File: src/include/uc_serial_control_defs.vh
// register map, field positions and reset values of the serial control block
// How it works
// RULE_01 - control register is 8 bits, cleared by reset and low-power entry
// RULE_02 - software reads and writes every control bit at any time
// RULE_03 - transmit-empty request is tx_irq_en and tx_holding_empty together
// RULE_04 - rx_irq_en gates both receive-full and receive-error requests
// RULE_05 - receive requests drop when flag or rx_irq_en clears
// RULE_06 - tx_holding_empty held at one while tx_on is zero
// RULE_07 - data write with tx_on clears tx_holding_empty and starts shifting
// RULE_08 - software sets frame format before enabling transmit or receive
// RULE_09 - transmit pin is serial output only while its port select is one
// RULE_10 - receive pin is general port unless rx_on is one
// RULE_11 - clearing rx_on leaves receive flags untouched
// RULE_12 - with rx_on, reception starts on start bit or serial clock
// RULE_13 - wake_on_tag counts only in asynchronous multiprocessor format
// RULE_14 - while waiting for tag, untagged characters are silently dropped
// RULE_15 - tagged character sets rx_tag_bit and clears wake_on_tag
// RULE_16 - transmit-end request when last bit due and holding empty
// RULE_17 - transmit-end request drops on new data or tx_end_irq_en clear
// RULE_18 - async internal clock with clk_out_sel drives bit-rate clock out
// RULE_19 - remote supplies sixteen-times clock in async external mode
// RULE_20 - synchronous mode drives clock when clk_src_sel zero, else inputs
// RULE_21 - software keeps clk_out_sel zero when not meaningful
// RULE_22 - link_style zero is asynchronous, one is clocked synchronous
// RULE_23 - tx_holding_empty set on each move to shifter and when disabled
// RULE_24 - every request is a level while enable and source both hold
`ifndef UC_SERIAL_CONTROL_DEFS_VH
`define UC_SERIAL_CONTROL_DEFS_VH
`define UC_ADDR_W 8
`define UC_REG_CTRL 8'h00
`define UC_REG_CFG 8'h04
`define UC_REG_STAT 8'h08
`define UC_REG_TXD 8'h0C
`define UC_REG_RXD 8'h10
`define UC_CTRL_TIE 7
`define UC_CTRL_RIE 6
`define UC_CTRL_TE 5
`define UC_CTRL_RE 4
`define UC_CTRL_WAKE_ON_TAG 3
`define UC_CTRL_TX_END_IRQ_EN 2
`define UC_CTRL_CLK_SRC_SEL 1
`define UC_CTRL_CLK_OUT_SEL 0
`define UC_CFG_STYLE 0
`define UC_CFG_TAG 1
`define UC_CFG_TXSEL 2
`define UC_STAT_TX_HOLDING_EMPTY 7
`define UC_STAT_RX_HOLDING_FULL 6
`define UC_STAT_OER 5
`define UC_STAT_FER 4
`define UC_STAT_PER 3
`define UC_STAT_TX_DONE_FLAG 2
`define UC_STAT_MPB 1
`define UC_CTRL_RST 8'h00
`define UC_CFG_RST 8'h00
`define UC_TXD_RST 8'hFF
`define UC_RXD_RST 8'h00
`define UC_RESP_OK 2'h0
`define UC_RESP_SLVERR 2'h2
`endif

File: src/uc_serial_control.v
// serial unit control register, flag gating, interrupt levels and pin routing
`include "uc_serial_control_defs.vh"
module uc_serial_control (
  input wire core_clk_in,
  input wire rst_in,
  input wire low_power_in,
  input wire [`UC_ADDR_W-1:0] s_axi_awaddr_in,
  input wire s_axi_awvalid_in,
  output reg s_axi_awready_out,
  input wire [31:0] s_axi_wdata_in,
  input wire [3:0] s_axi_wstrb_in,
  input wire s_axi_wvalid_in,
  output reg s_axi_wready_out,
  output reg [1:0] s_axi_bresp_out,
  output reg s_axi_bvalid_out,
  input wire s_axi_bready_in,
  input wire [`UC_ADDR_W-1:0] s_axi_araddr_in,
  input wire s_axi_arvalid_in,
  output reg s_axi_arready_out,
  output reg [31:0] s_axi_rdata_out,
  output reg [1:0] s_axi_rresp_out,
  output reg s_axi_rvalid_out,
  input wire s_axi_rready_in,
  input wire tx_load_in,
  input wire tx_last_bit_in,
  input wire tx_serial_in,
  input wire rx_done_in,
  input wire [7:0] rx_data_in,
  input wire rx_tag_in,
  input wire rx_frame_err_in,
  input wire rx_parity_err_in,
  input wire half_bit_tick_in,
  input wire tx_port_data_in,
  input wire tx_port_oe_in,
  input wire sclk_port_data_in,
  input wire sclk_port_oe_in,
  input wire rx_pin_in,
  input wire serial_clk_pin_in,
  output reg tx_pin_out,
  output reg tx_pin_oe_out,
  output reg serial_clk_pin_out,
  output reg serial_clk_pin_oe_out,
  output reg rx_serial_out,
  output reg rx_port_out,
  output reg sclk_port_out,
  output reg rx_start_out,
  output reg tx_start_out,
  output reg [7:0] tx_holding_out,
  output reg link_style_out,
  output reg tx_empty_irq_out,
  output reg rx_full_irq_out,
  output reg rx_error_irq_out,
  output reg tx_end_irq_out
);
  reg [7:0] serial_control;
  reg [7:0] cfg;
  reg [7:0] rx_holding;
  reg tx_holding_empty;
  reg rx_holding_full;
  reg overrun_flag;
  reg frame_fault;
  reg parity_fault;
  reg tx_done_flag;
  reg rx_tag_bit;
  reg aw_got;
  reg w_got;
  reg [`UC_ADDR_W-1:0] aw_addr;
  reg [7:0] w_byte;
  reg w_lane0;
  reg rx_s1;
  reg rx_s2;
  reg rx_s3;
  reg ck_s1;
  reg ck_s2;
  reg ck_s3;
  reg sclk_level;
  reg [7:0] rd_value;
  reg rd_hit;

  wire clr_all = rst_in | low_power_in;
  wire tx_on = serial_control[`UC_CTRL_TE];
  wire rx_on = serial_control[`UC_CTRL_RE];
  wire clk_src_sel = serial_control[`UC_CTRL_CLK_SRC_SEL];
  wire clk_out_sel = serial_control[`UC_CTRL_CLK_OUT_SEL];
  wire link_style = cfg[`UC_CFG_STYLE];
  wire tag_format = cfg[`UC_CFG_TAG];
  wire wr_fire = aw_got & w_got & ~s_axi_bvalid_out;
  wire wr_lane = wr_fire & w_lane0;
  wire rd_fire = s_axi_arvalid_in & s_axi_arready_out;
  wire wr_ctrl = wr_lane & (aw_addr == `UC_REG_CTRL);
  wire wr_cfg = wr_lane & (aw_addr == `UC_REG_CFG);
  wire wr_stat = wr_lane & (aw_addr == `UC_REG_STAT);
  wire wr_txd = wr_lane & (aw_addr == `UC_REG_TXD);
  wire rd_rxd = rd_fire & (s_axi_araddr_in == `UC_REG_RXD);
  // wake gating has no meaning outside async multiprocessor format
  wire wake_active = serial_control[`UC_CTRL_WAKE_ON_TAG] & ~link_style & tag_format; // RULE_13 RULE_22
  wire rx_event = rx_done_in & rx_on;
  wire rx_drop = rx_event & wake_active & ~rx_tag_in; // RULE_14
  wire rx_take = rx_event & ~rx_drop;
  wire wake_hit = rx_event & wake_active & rx_tag_in; // RULE_15
  wire sclk_drive = ~clk_src_sel & (link_style ? ~clk_out_sel : clk_out_sel); // RULE_18 RULE_20
  wire sclk_input = clk_src_sel & ~clk_out_sel; // RULE_20
  wire ext_rise = sclk_input & ck_s2 & ~ck_s3;
  wire int_rise = sclk_drive & half_bit_tick_in & ~sclk_level;
  wire sclk_edge = ext_rise | int_rise;

  // write address and data are taken independently, answered once both are in
  always @(posedge core_clk_in) begin
    if (rst_in) begin
      aw_got <= 1'h0;
      w_got <= 1'h0;
      aw_addr <= {`UC_ADDR_W{1'h0}};
      w_byte <= 8'h00;
      w_lane0 <= 1'h0;
      s_axi_awready_out <= 1'h0;
      s_axi_wready_out <= 1'h0;
      s_axi_bvalid_out <= 1'h0;
      s_axi_bresp_out <= `UC_RESP_OK;
    end else begin
      if (s_axi_awvalid_in && s_axi_awready_out) begin
        aw_got <= 1'h1;
        aw_addr <= s_axi_awaddr_in;
        s_axi_awready_out <= 1'h0;
      end else if (!aw_got && !s_axi_bvalid_out) begin
        s_axi_awready_out <= 1'h1;
      end
      if (s_axi_wvalid_in && s_axi_wready_out) begin
        w_got <= 1'h1;
        w_byte <= s_axi_wdata_in[7:0];
        w_lane0 <= s_axi_wstrb_in[0];
        s_axi_wready_out <= 1'h0;
      end else if (!w_got && !s_axi_bvalid_out) begin
        s_axi_wready_out <= 1'h1;
      end
      if (wr_fire) begin
        aw_got <= 1'h0;
        w_got <= 1'h0;
        s_axi_bvalid_out <= 1'h1;
        if (aw_addr == `UC_REG_CTRL || aw_addr == `UC_REG_CFG || aw_addr == `UC_REG_STAT ||
            aw_addr == `UC_REG_TXD || aw_addr == `UC_REG_RXD) begin
          s_axi_bresp_out <= `UC_RESP_OK;
        end else begin
          s_axi_bresp_out <= `UC_RESP_SLVERR;
        end
      end else if (s_axi_bvalid_out && s_axi_bready_in) begin
        s_axi_bvalid_out <= 1'h0;
      end
    end
  end

  always @* begin
    rd_hit = 1'h1;
    if (s_axi_araddr_in == `UC_REG_CTRL) begin
      rd_value = serial_control; // RULE_02
    end else if (s_axi_araddr_in == `UC_REG_CFG) begin
      rd_value = cfg;
    end else if (s_axi_araddr_in == `UC_REG_STAT) begin
      rd_value = {tx_holding_empty, rx_holding_full, overrun_flag, frame_fault,
                  parity_fault, tx_done_flag, rx_tag_bit, 1'h0};
    end else if (s_axi_araddr_in == `UC_REG_TXD) begin
      rd_value = tx_holding_out;
    end else if (s_axi_araddr_in == `UC_REG_RXD) begin
      rd_value = rx_holding;
    end else begin
      rd_value = 8'h00;
      rd_hit = 1'h0;
    end
  end

  always @(posedge core_clk_in) begin
    if (rst_in) begin
      s_axi_arready_out <= 1'h0;
      s_axi_rvalid_out <= 1'h0;
      s_axi_rdata_out <= 32'h00000000;
      s_axi_rresp_out <= `UC_RESP_OK;
    end else if (rd_fire) begin
      s_axi_arready_out <= 1'h0;
      s_axi_rvalid_out <= 1'h1;
      s_axi_rdata_out <= {24'h000000, rd_value};
      s_axi_rresp_out <= rd_hit ? `UC_RESP_OK : `UC_RESP_SLVERR;
    end else if (s_axi_rvalid_out) begin
      if (s_axi_rready_in) begin
        s_axi_rvalid_out <= 1'h0;
      end
    end else begin
      s_axi_arready_out <= 1'h1;
    end
  end

  // control and format bits; hardware clearing of wake_on_tag yields to a same-cycle write
  always @(posedge core_clk_in) begin
    if (clr_all) begin
      serial_control <= `UC_CTRL_RST; // RULE_01
      cfg <= `UC_CFG_RST;
    end else begin
      if (wake_hit) begin
        serial_control[`UC_CTRL_WAKE_ON_TAG] <= 1'h0; // RULE_15
      end
      if (wr_ctrl) begin
        serial_control <= w_byte; // RULE_02
      end
      if (wr_cfg) begin
        cfg <= w_byte;
      end
    end
  end

  // status flags: software clears the holding and error flags by writing zero, hardware sets win over any clear
  always @(posedge core_clk_in) begin
    if (clr_all) begin
      tx_holding_empty <= 1'h1;
      rx_holding_full <= 1'h0;
      overrun_flag <= 1'h0;
      frame_fault <= 1'h0;
      parity_fault <= 1'h0;
      tx_done_flag <= 1'h1;
      rx_tag_bit <= 1'h0;
      tx_holding_out <= `UC_TXD_RST;
      rx_holding <= `UC_RXD_RST;
      tx_start_out <= 1'h0;
    end else begin
      tx_start_out <= wr_txd & tx_on; // RULE_07
      if (wr_stat) begin
        if (!w_byte[`UC_STAT_TX_HOLDING_EMPTY]) tx_holding_empty <= 1'h0;
        if (!w_byte[`UC_STAT_RX_HOLDING_FULL]) rx_holding_full <= 1'h0;
        if (!w_byte[`UC_STAT_OER]) overrun_flag <= 1'h0;
        if (!w_byte[`UC_STAT_FER]) frame_fault <= 1'h0;
        if (!w_byte[`UC_STAT_PER]) parity_fault <= 1'h0;
      end
      if (wr_txd) begin
        tx_holding_out <= w_byte;
        if (tx_on) begin
          tx_holding_empty <= 1'h0; // RULE_07
          tx_done_flag <= 1'h0; // RULE_17
        end
      end
      if (rd_rxd) begin
        rx_holding_full <= 1'h0;
      end
      if (!tx_on || tx_load_in) begin
        tx_holding_empty <= 1'h1; // RULE_06 RULE_23
      end
      if (tx_last_bit_in && tx_holding_empty) begin
        tx_done_flag <= 1'h1; // RULE_16
      end
      // flags are set only on a kept character, never cleared by rx_on going low
      if (rx_take) begin // RULE_11 RULE_14
        if (tag_format && !link_style) begin
          rx_tag_bit <= rx_tag_in; // RULE_15
        end
        if (rx_holding_full) begin
          overrun_flag <= 1'h1;
        end else if (!link_style && rx_frame_err_in) begin
          frame_fault <= 1'h1;
          rx_holding <= rx_data_in;
        end else if (!link_style && !tag_format && rx_parity_err_in) begin
          parity_fault <= 1'h1;
          rx_holding <= rx_data_in;
        end else begin
          rx_holding_full <= 1'h1;
          rx_holding <= rx_data_in;
        end
      end
    end
  end

  // request levels follow enable and source with one register stage
  always @(posedge core_clk_in) begin
    if (clr_all) begin
      tx_empty_irq_out <= 1'h0;
      rx_full_irq_out <= 1'h0;
      rx_error_irq_out <= 1'h0;
      tx_end_irq_out <= 1'h0;
    end else begin
      tx_empty_irq_out <= serial_control[`UC_CTRL_TIE] & tx_holding_empty; // RULE_03 RULE_24
      rx_full_irq_out <= serial_control[`UC_CTRL_RIE] & rx_holding_full; // RULE_04 RULE_05
      rx_error_irq_out <= serial_control[`UC_CTRL_RIE] &
                          (overrun_flag | frame_fault | parity_fault); // RULE_04 RULE_05 RULE_24
      tx_end_irq_out <= serial_control[`UC_CTRL_TX_END_IRQ_EN] & tx_done_flag; // RULE_16 RULE_17
    end
  end

  // pin inputs cross in through two flops; the third only feeds edge detection
  always @(posedge core_clk_in) begin
    if (rst_in) begin
      rx_s1 <= 1'h1;
      rx_s2 <= 1'h1;
      rx_s3 <= 1'h1;
      ck_s1 <= 1'h0;
      ck_s2 <= 1'h0;
      ck_s3 <= 1'h0;
    end else begin
      rx_s1 <= rx_pin_in;
      rx_s2 <= rx_s1;
      rx_s3 <= rx_s2;
      ck_s1 <= serial_clk_pin_in;
      ck_s2 <= ck_s1;
      ck_s3 <= ck_s2;
    end
  end

  // bit-rate clock: toggles on each half-bit tick while this end drives the pin
  always @(posedge core_clk_in) begin
    if (clr_all) begin
      sclk_level <= 1'h0;
    end else if (!sclk_drive) begin
      sclk_level <= 1'h0;
    end else if (half_bit_tick_in) begin
      sclk_level <= ~sclk_level; // RULE_18
    end
  end

  always @(posedge core_clk_in) begin
    if (clr_all) begin
      tx_pin_out <= 1'h1;
      tx_pin_oe_out <= 1'h0;
      serial_clk_pin_out <= 1'h0;
      serial_clk_pin_oe_out <= 1'h0;
      rx_serial_out <= 1'h1;
      rx_port_out <= 1'h1;
      sclk_port_out <= 1'h0;
      rx_start_out <= 1'h0;
      link_style_out <= 1'h0;
    end else begin
      link_style_out <= link_style; // RULE_22
      // with its port select at one, a disabled transmitter still owns the pin and idles at mark
      if (cfg[`UC_CFG_TXSEL]) begin
        tx_pin_out <= tx_on ? tx_serial_in : 1'h1; // RULE_09
        tx_pin_oe_out <= 1'h1;
      end else begin
        tx_pin_out <= tx_port_data_in; // RULE_09
        tx_pin_oe_out <= tx_port_oe_in;
      end
      if (sclk_drive) begin
        serial_clk_pin_out <= sclk_level; // RULE_18 RULE_20
        serial_clk_pin_oe_out <= 1'h1;
      end else if (sclk_input) begin
        serial_clk_pin_out <= 1'h0; // RULE_19 RULE_20
        serial_clk_pin_oe_out <= 1'h0;
      end else begin
        serial_clk_pin_out <= sclk_port_data_in; // RULE_18 RULE_21
        serial_clk_pin_oe_out <= sclk_port_oe_in;
      end
      sclk_port_out <= ck_s2;
      rx_serial_out <= rx_on ? rx_s2 : 1'h1; // RULE_10
      rx_port_out <= rx_on ? 1'h1 : rx_s2; // RULE_10
      // start-bit detection relies on the format being fixed before rx_on rises
      rx_start_out <= rx_on & (link_style ? sclk_edge : (rx_s3 & ~rx_s2)); // RULE_12 RULE_08
    end
  end
endmodule

File: config.mk
export PLATFORM = sky130hd
export DESIGN_NAME = uc_serial_control
export DESIGN_NICKNAME = d
export VERILOG_FILES = /design/src/uc_serial_control.v
export VERILOG_INCLUDE_DIRS = /design/src /design/src/include
export SDC_FILE = /design/constraint.sdc
export NUM_CORES = 1
export LEC_CHECK = 0
export BUFFER_PORTS_ARGS = -buffer_cell sky130_fd_sc_hd__buf_2
export CELL_PAD_IN_SITES_DETAIL_PLACEMENT = 0
export CELL_PAD_IN_SITES_GLOBAL_PLACEMENT = 2
export CORE_MARGIN = 5
export CORE_UTILIZATION = 25
export DETAILED_ROUTE_END_ITERATION = 10
export PLACE_DENSITY = 0.76
export SETUP_SLACK_MARGIN = 0.5
export SYNTH_ARGS = -nofsm -noshare
export SYNTH_HDL_FRONTEND = slang
export SYNTH_SLANG_ARGS = --single-unit
File: constraint.sdc
create_clock -name core_clk_in -period 1.8 [get_ports core_clk_in]
set_clock_uncertainty 0.2 [all_clocks]
set_input_delay 0.18 -clock core_clk_in [delete_from_list [all_inputs] [get_ports core_clk_in]]
set_output_delay 0.18 -clock core_clk_in [all_outputs]
set_load 0.05 [all_outputs]
After elaboration in Yosys (flattened, before gate mapping). Index checks and enable logic that the tools add are counted. Widths: inputs -> output; s select.

Register bits after elaboration: 96. Input port bits: 82. Logic and storage cells: 190.

Equal/unequal tests: 8. Mux-type cells: 54. Bitwise gates (word level): 45. Reduce and logical (&&, ||, !) cells: 37.

Operators by type and width (number): $mux 1 (46); $mux 8 (5); $eq 8x4->1 const B (4); $and 1x1->1 (29); $reduce_or 2->1 (9); $eq 8x3->1 const B (2); $eq 8x5->1 const B (2); $logic_not 8->1 (2); $not 1->1 (12); $logic_and 1x1->1 (10); $logic_not 1->1 (6); $reduce_and 2->1 (3); $logic_or 1x1->1 (5); $mux 2 (2); $mux 4 (1); $or 1x1->1 (4); $reduce_bool 2->1 (2).

Longest topological paths before layout.
Depth after elaboration: 10. Mapped depth: 6. Depth with buffers taken out: 4.

Least setup slack after synthesis. OpenSTA, ideal clock, no wires.

Path type: register to register. From: register aw_addr[0]. To: register cfg[0]. Library setup time: 0.072 ns. Arrival time: 1.700 ns. Setup slack: -0.172 ns. Cell stages (with the launch flop): 6. Buffers on the path: 1. Period minus slack after synthesis: 1.972 ns. Cell sequence: dfxtp_1 -> or4_4 -> nor4_4 -> and3b_1 -> buf_6 -> mux2i_1.

Word-level cells in the longest chain between the ends: 2.

Ends and longest elaborated chain: start: declaration (RTL line uc_serial_control.v:67) `` reg [`UC_ADDR_W-1:0] aw_addr; ``; start signal: assignment (RTL line uc_serial_control.v:112) `` aw_addr <= {`UC_ADDR_W{1'h0}}; ``; start signal: assignment (RTL line uc_serial_control.v:122) `aw_addr <= s_axi_awaddr_in;`; $eq 8x3->1 (no line); $and 1x1->1 (RTL line uc_serial_control.v:91) `` wire wr_cfg = wr_lane & (aw_addr == `UC_REG_CFG); ``; end signal: assignment (RTL line uc_serial_control.v:194) `` cfg <= `UC_CFG_RST; ``; end signal: assignment (RTL line uc_serial_control.v:203) `cfg <= w_byte;`; end: declaration (RTL line uc_serial_control.v:56) `reg [7:0] cfg;`.

No other way between the ends. A chain may end at the register's enable or synchronous reset.

Worst setup path in the final report.
From: register aw_addr[6]. To: register frame_fault.

Word-level cells in the longest chain between the ends: 6.

Ends and longest elaborated chain: $eq 8x4->1 (no line) *; $and 1x1->1 * (RTL line uc_serial_control.v:92) `` wire wr_stat = wr_lane & (aw_addr == `UC_REG_STAT); ``; $mux 1 * (RTL line uc_serial_control.v:223) `if (wr_stat) begin`; $mux 1 (RTL line uc_serial_control.v:253) `end else if (!link_style && rx_frame_err_in) begin`; $mux 1 (RTL line uc_serial_control.v:251) `if (rx_holding_full) begin`; $mux 1 * (RTL line uc_serial_control.v:247) `if (rx_take) begin`; end signal: assignment (RTL line uc_serial_control.v:214) `frame_fault <= 1'h0;`; end signal: assignment (RTL line uc_serial_control.v:227) `` if (!w_byte[`UC_STAT_FER]) frame_fault <= 1'h0; ``; end signal: assignment (RTL line uc_serial_control.v:254) `frame_fault <= 1'h1;`; end: declaration (RTL line uc_serial_control.v:61) `reg frame_fault;`.

Every way passes the cells marked *; elsewhere a longest branch is shown, timed or not.

==> reports/metrics.csv <==
metric;value;unit
gp_congestion;0.810;
ant_nets;0;
setup_viol;30;
syn_to_final_growth;52.3;%
critPathMaxStageDelay;580;ps
hold_depth;3;
r2r_cells;4;
reg2reg_to;frame_fault$_SDFF_PP0_;
min_path_type;input port to flop;
grt_usage;12.6;%
die-area;18700;sq um
finalHoldViolations;0;
avgSynthCellArea;8.91;sq um
leakage;2.48;nW
synth_seq_cells;94;
period_needed;2030;ps
critPathKind;flop to flop;
period_share;113;%
synth_edf_count;0;
drive_gt1_share;35.7;%
synth_cell_types;53;
dr.pass1.iters;4;
n_fill_cell;1603;
row_count;46;
crit_path_cell_trace;or4_4, or4_4, o211ai_1, o31ai_1;
holdPathEnd;s_axi_rvalid_out$_SDFF_PP0_;
grt_pass1_vias;3608;
hold_slack;4.68;ps
antenna_found_initial;0;
synth-main-ff-cell;dfxtp_1;
layout_setup_ws;-226;ps
rsz0062_at_grt;yes;
r2r_slack;-230;ps
status;complete, but fails checks;
synth_warnings;0;
numCtsBuffers;9;
async_flop_share;0;%
ioPinCount;145;
cts_sinks;94;
die_w;137;um
clockRootBuffer;clkbuf_16;
viasPerCell;4.36;
clkLatencyLatePin;340;ps
worstPathMaxFanout;4;
clk_pin_slew_worst_paths;70;ps
crit_required;1820;ps
place.detailed.hpwl;9050;um
cts_tree;done;
n_antenna_cell;0;
wl_per_cell;14.6;um
coreArea;15800;sq um
synth_common_cells;dfxtp_1 (94), nand2_1 (76), mux2i_1 (35), a21oi_1 (34), nor2_1 (32);
start_util;25.4;%
ys_seq_area_share;46.7;%
slew_violations;0;
achievable-frequency;0.494;GHz
synthTopCellsByArea;dfxtp_1 (47%), mux2i_1 (8.7%), nand2_1 (7.1%);
grt_max_degree;30;
cap_violations;0;
vias;3605;
total_power;4.91;mW
die_h;137;um
crit_buf_inv;0;
cts_max_level;3;
io_buffers;91;
wl;12100;um
synth_area;4030;sq um
dp_slack;-247;ps
grt_overflow;0;
crit_top_cell;or4_4;
path_delay_family;simple AND/OR/NAND/NOR gates;
nets;687;
endpoint_kind;flop;
yosysTopAreaCellShare;46.7;%
critPathArrivalTime;2040;ps
r2r_start;aw_addr[6]$_SDFFE_PP0P_;
grt_pass1_wl;18400;um
synth_area_leader_cell;dfxtp_1;
power_density;801;nW/um^2
crit_slowest_cell;or4_4;
clock_path_buffers;2;
violations;setup timing;
worstHoldStart;s_axi_arvalid_in;
vdd_drop_max;0.448;mV
crit_path_start_kind;flop;
drtIter0Drc;121;
synthesis.instances;452;
drc;0;
yosysMostFrequentCell;dfxtp_1;
-- tightest hold or removal path, cell delays in order --
cell	delay, ps
buf_2	140
nand2_8	110
a21oi_1	60
-- cell usage in the layout, fill, tap and decap left out, types with 6 or more instances in the layout --
cell and instances:
nand2_1 71, dfxtp_1 71, buf_2 53, dlygate4sd3_1 43
buf_4 40, mux2i_1 35, a21oi_1 31, nor2_1 27
conb_1 26, buf_6 17, dfxtp_2 16, nand3_1 13
clkbuf_16 12, clkbuf_4 9, inv_1 8, o21ai_1 8
nand2b_1 7, dfxtp_4 7, o211ai_1 6, nor3_1 6
-- how the worst max path moves through the flow --
stage,start,endpoint,cells after the start
after floorplan,aw_addr[6]$_SDFFE_PP0P_,parity_fault$_SDFF_PP0_,4
after global placement,aw_addr[6]$_SDFFE_PP0P_,overrun_flag$_SDFF_PP0_,4
after detailed placement,aw_addr[6]$_SDFFE_PP0P_,frame_fault$_SDFF_PP0_,4
after CTS,aw_addr[2]$_SDFFE_PP0P_,frame_fault$_SDFF_PP0_,4
after global routing,aw_addr[6]$_SDFFE_PP0P_,tx_holding_out[4]$_SDFFE_PP1P_,6
final,aw_addr[6]$_SDFFE_PP0P_,frame_fault$_SDFF_PP0_,4
-- routing by layer --
layer	track usage, %	part of all wire (%)	vias to the layer above	wire, um
met2	20.8	47	92	5640
met3	2.39	5.1	19	612
met5	0	0	-	0
met4	4.55	1.9	0	227
met1	16.5	46	1671	5620
li1	-	-	1823	-
-- logic make-up after synthesis --
group	share of synthesized area, %
and+or+nand+nor	22.4
DFF	46.7
AOI/OAI and AO/OA	11.6
buffers and inverters	8.61
muxes	10.1
xor gates and xnor gates	0.435
other	0.0931
-- registers in the layout, indices dropped and copies added (netlist names), 8 cells and up --
name and flops:
aw_addr 8, cfg 8, rx_holding 8, s_axi_rdata_out 8
serial_control 8, tx_holding_out 8, w_byte 8
-- metrics by stage --
| step | cell area [sq um] | utilization, % | instances | setup TNS [ps] |
|---|---|---|---|---|
| final | 6130 | 38.8 | 826 | -3200 |
| after global routing | 6130 | 38.8 | 826 | -5060 |
| after CTS | 5850 | 37.0 | 817 | -3480 |
| after detailed placement | 4820 | 30.4 | 754 | -3680 |
| after global placement | 4820 | 30.4 | 754 | -2710 |
| after floorplan | 4230 | - | 477 | -1620 |
-- where the power goes --
part | total (mW) | internal (mW) | switching, mW
Sequential | 2.16 | 2.12 | 0.0379
Combinational | 0.651 | 0.250 | 0.401
Clock | 2.10 | 1.26 | 0.842
Total | 4.91 | 3.63 | 1.28
-- timing repair --
| action | in CTS | in global routing |
|---|---|---|
| endpoints found under the setup margin | 78 | 85 |
| buffers inserted | 4 | 8 |
| gates resized for setup | 73 | 54 |
| cloned | 0 | 1 |
| pin swaps | 11 | 21 |
| endpoints found under the hold margin | 43 | 0 |
| hold buffers | 43 | 0 |
-- layout make-up --
type                            count  area, sq um  share of cell area (%)
Multi-Input combinational cell    322         2170                    35.5
Sequential cell                    94         1930                    31.4
Timing Repair Buffer              170         1400                    22.7
Clock buffer                       12          279                    4.55
Tap cell                          216          270                    4.41
Clock inverter                      4         56.3                   0.918
Inverter                            8         30.0                   0.490
Note: power is estimated with default switching activity, not from simulation.
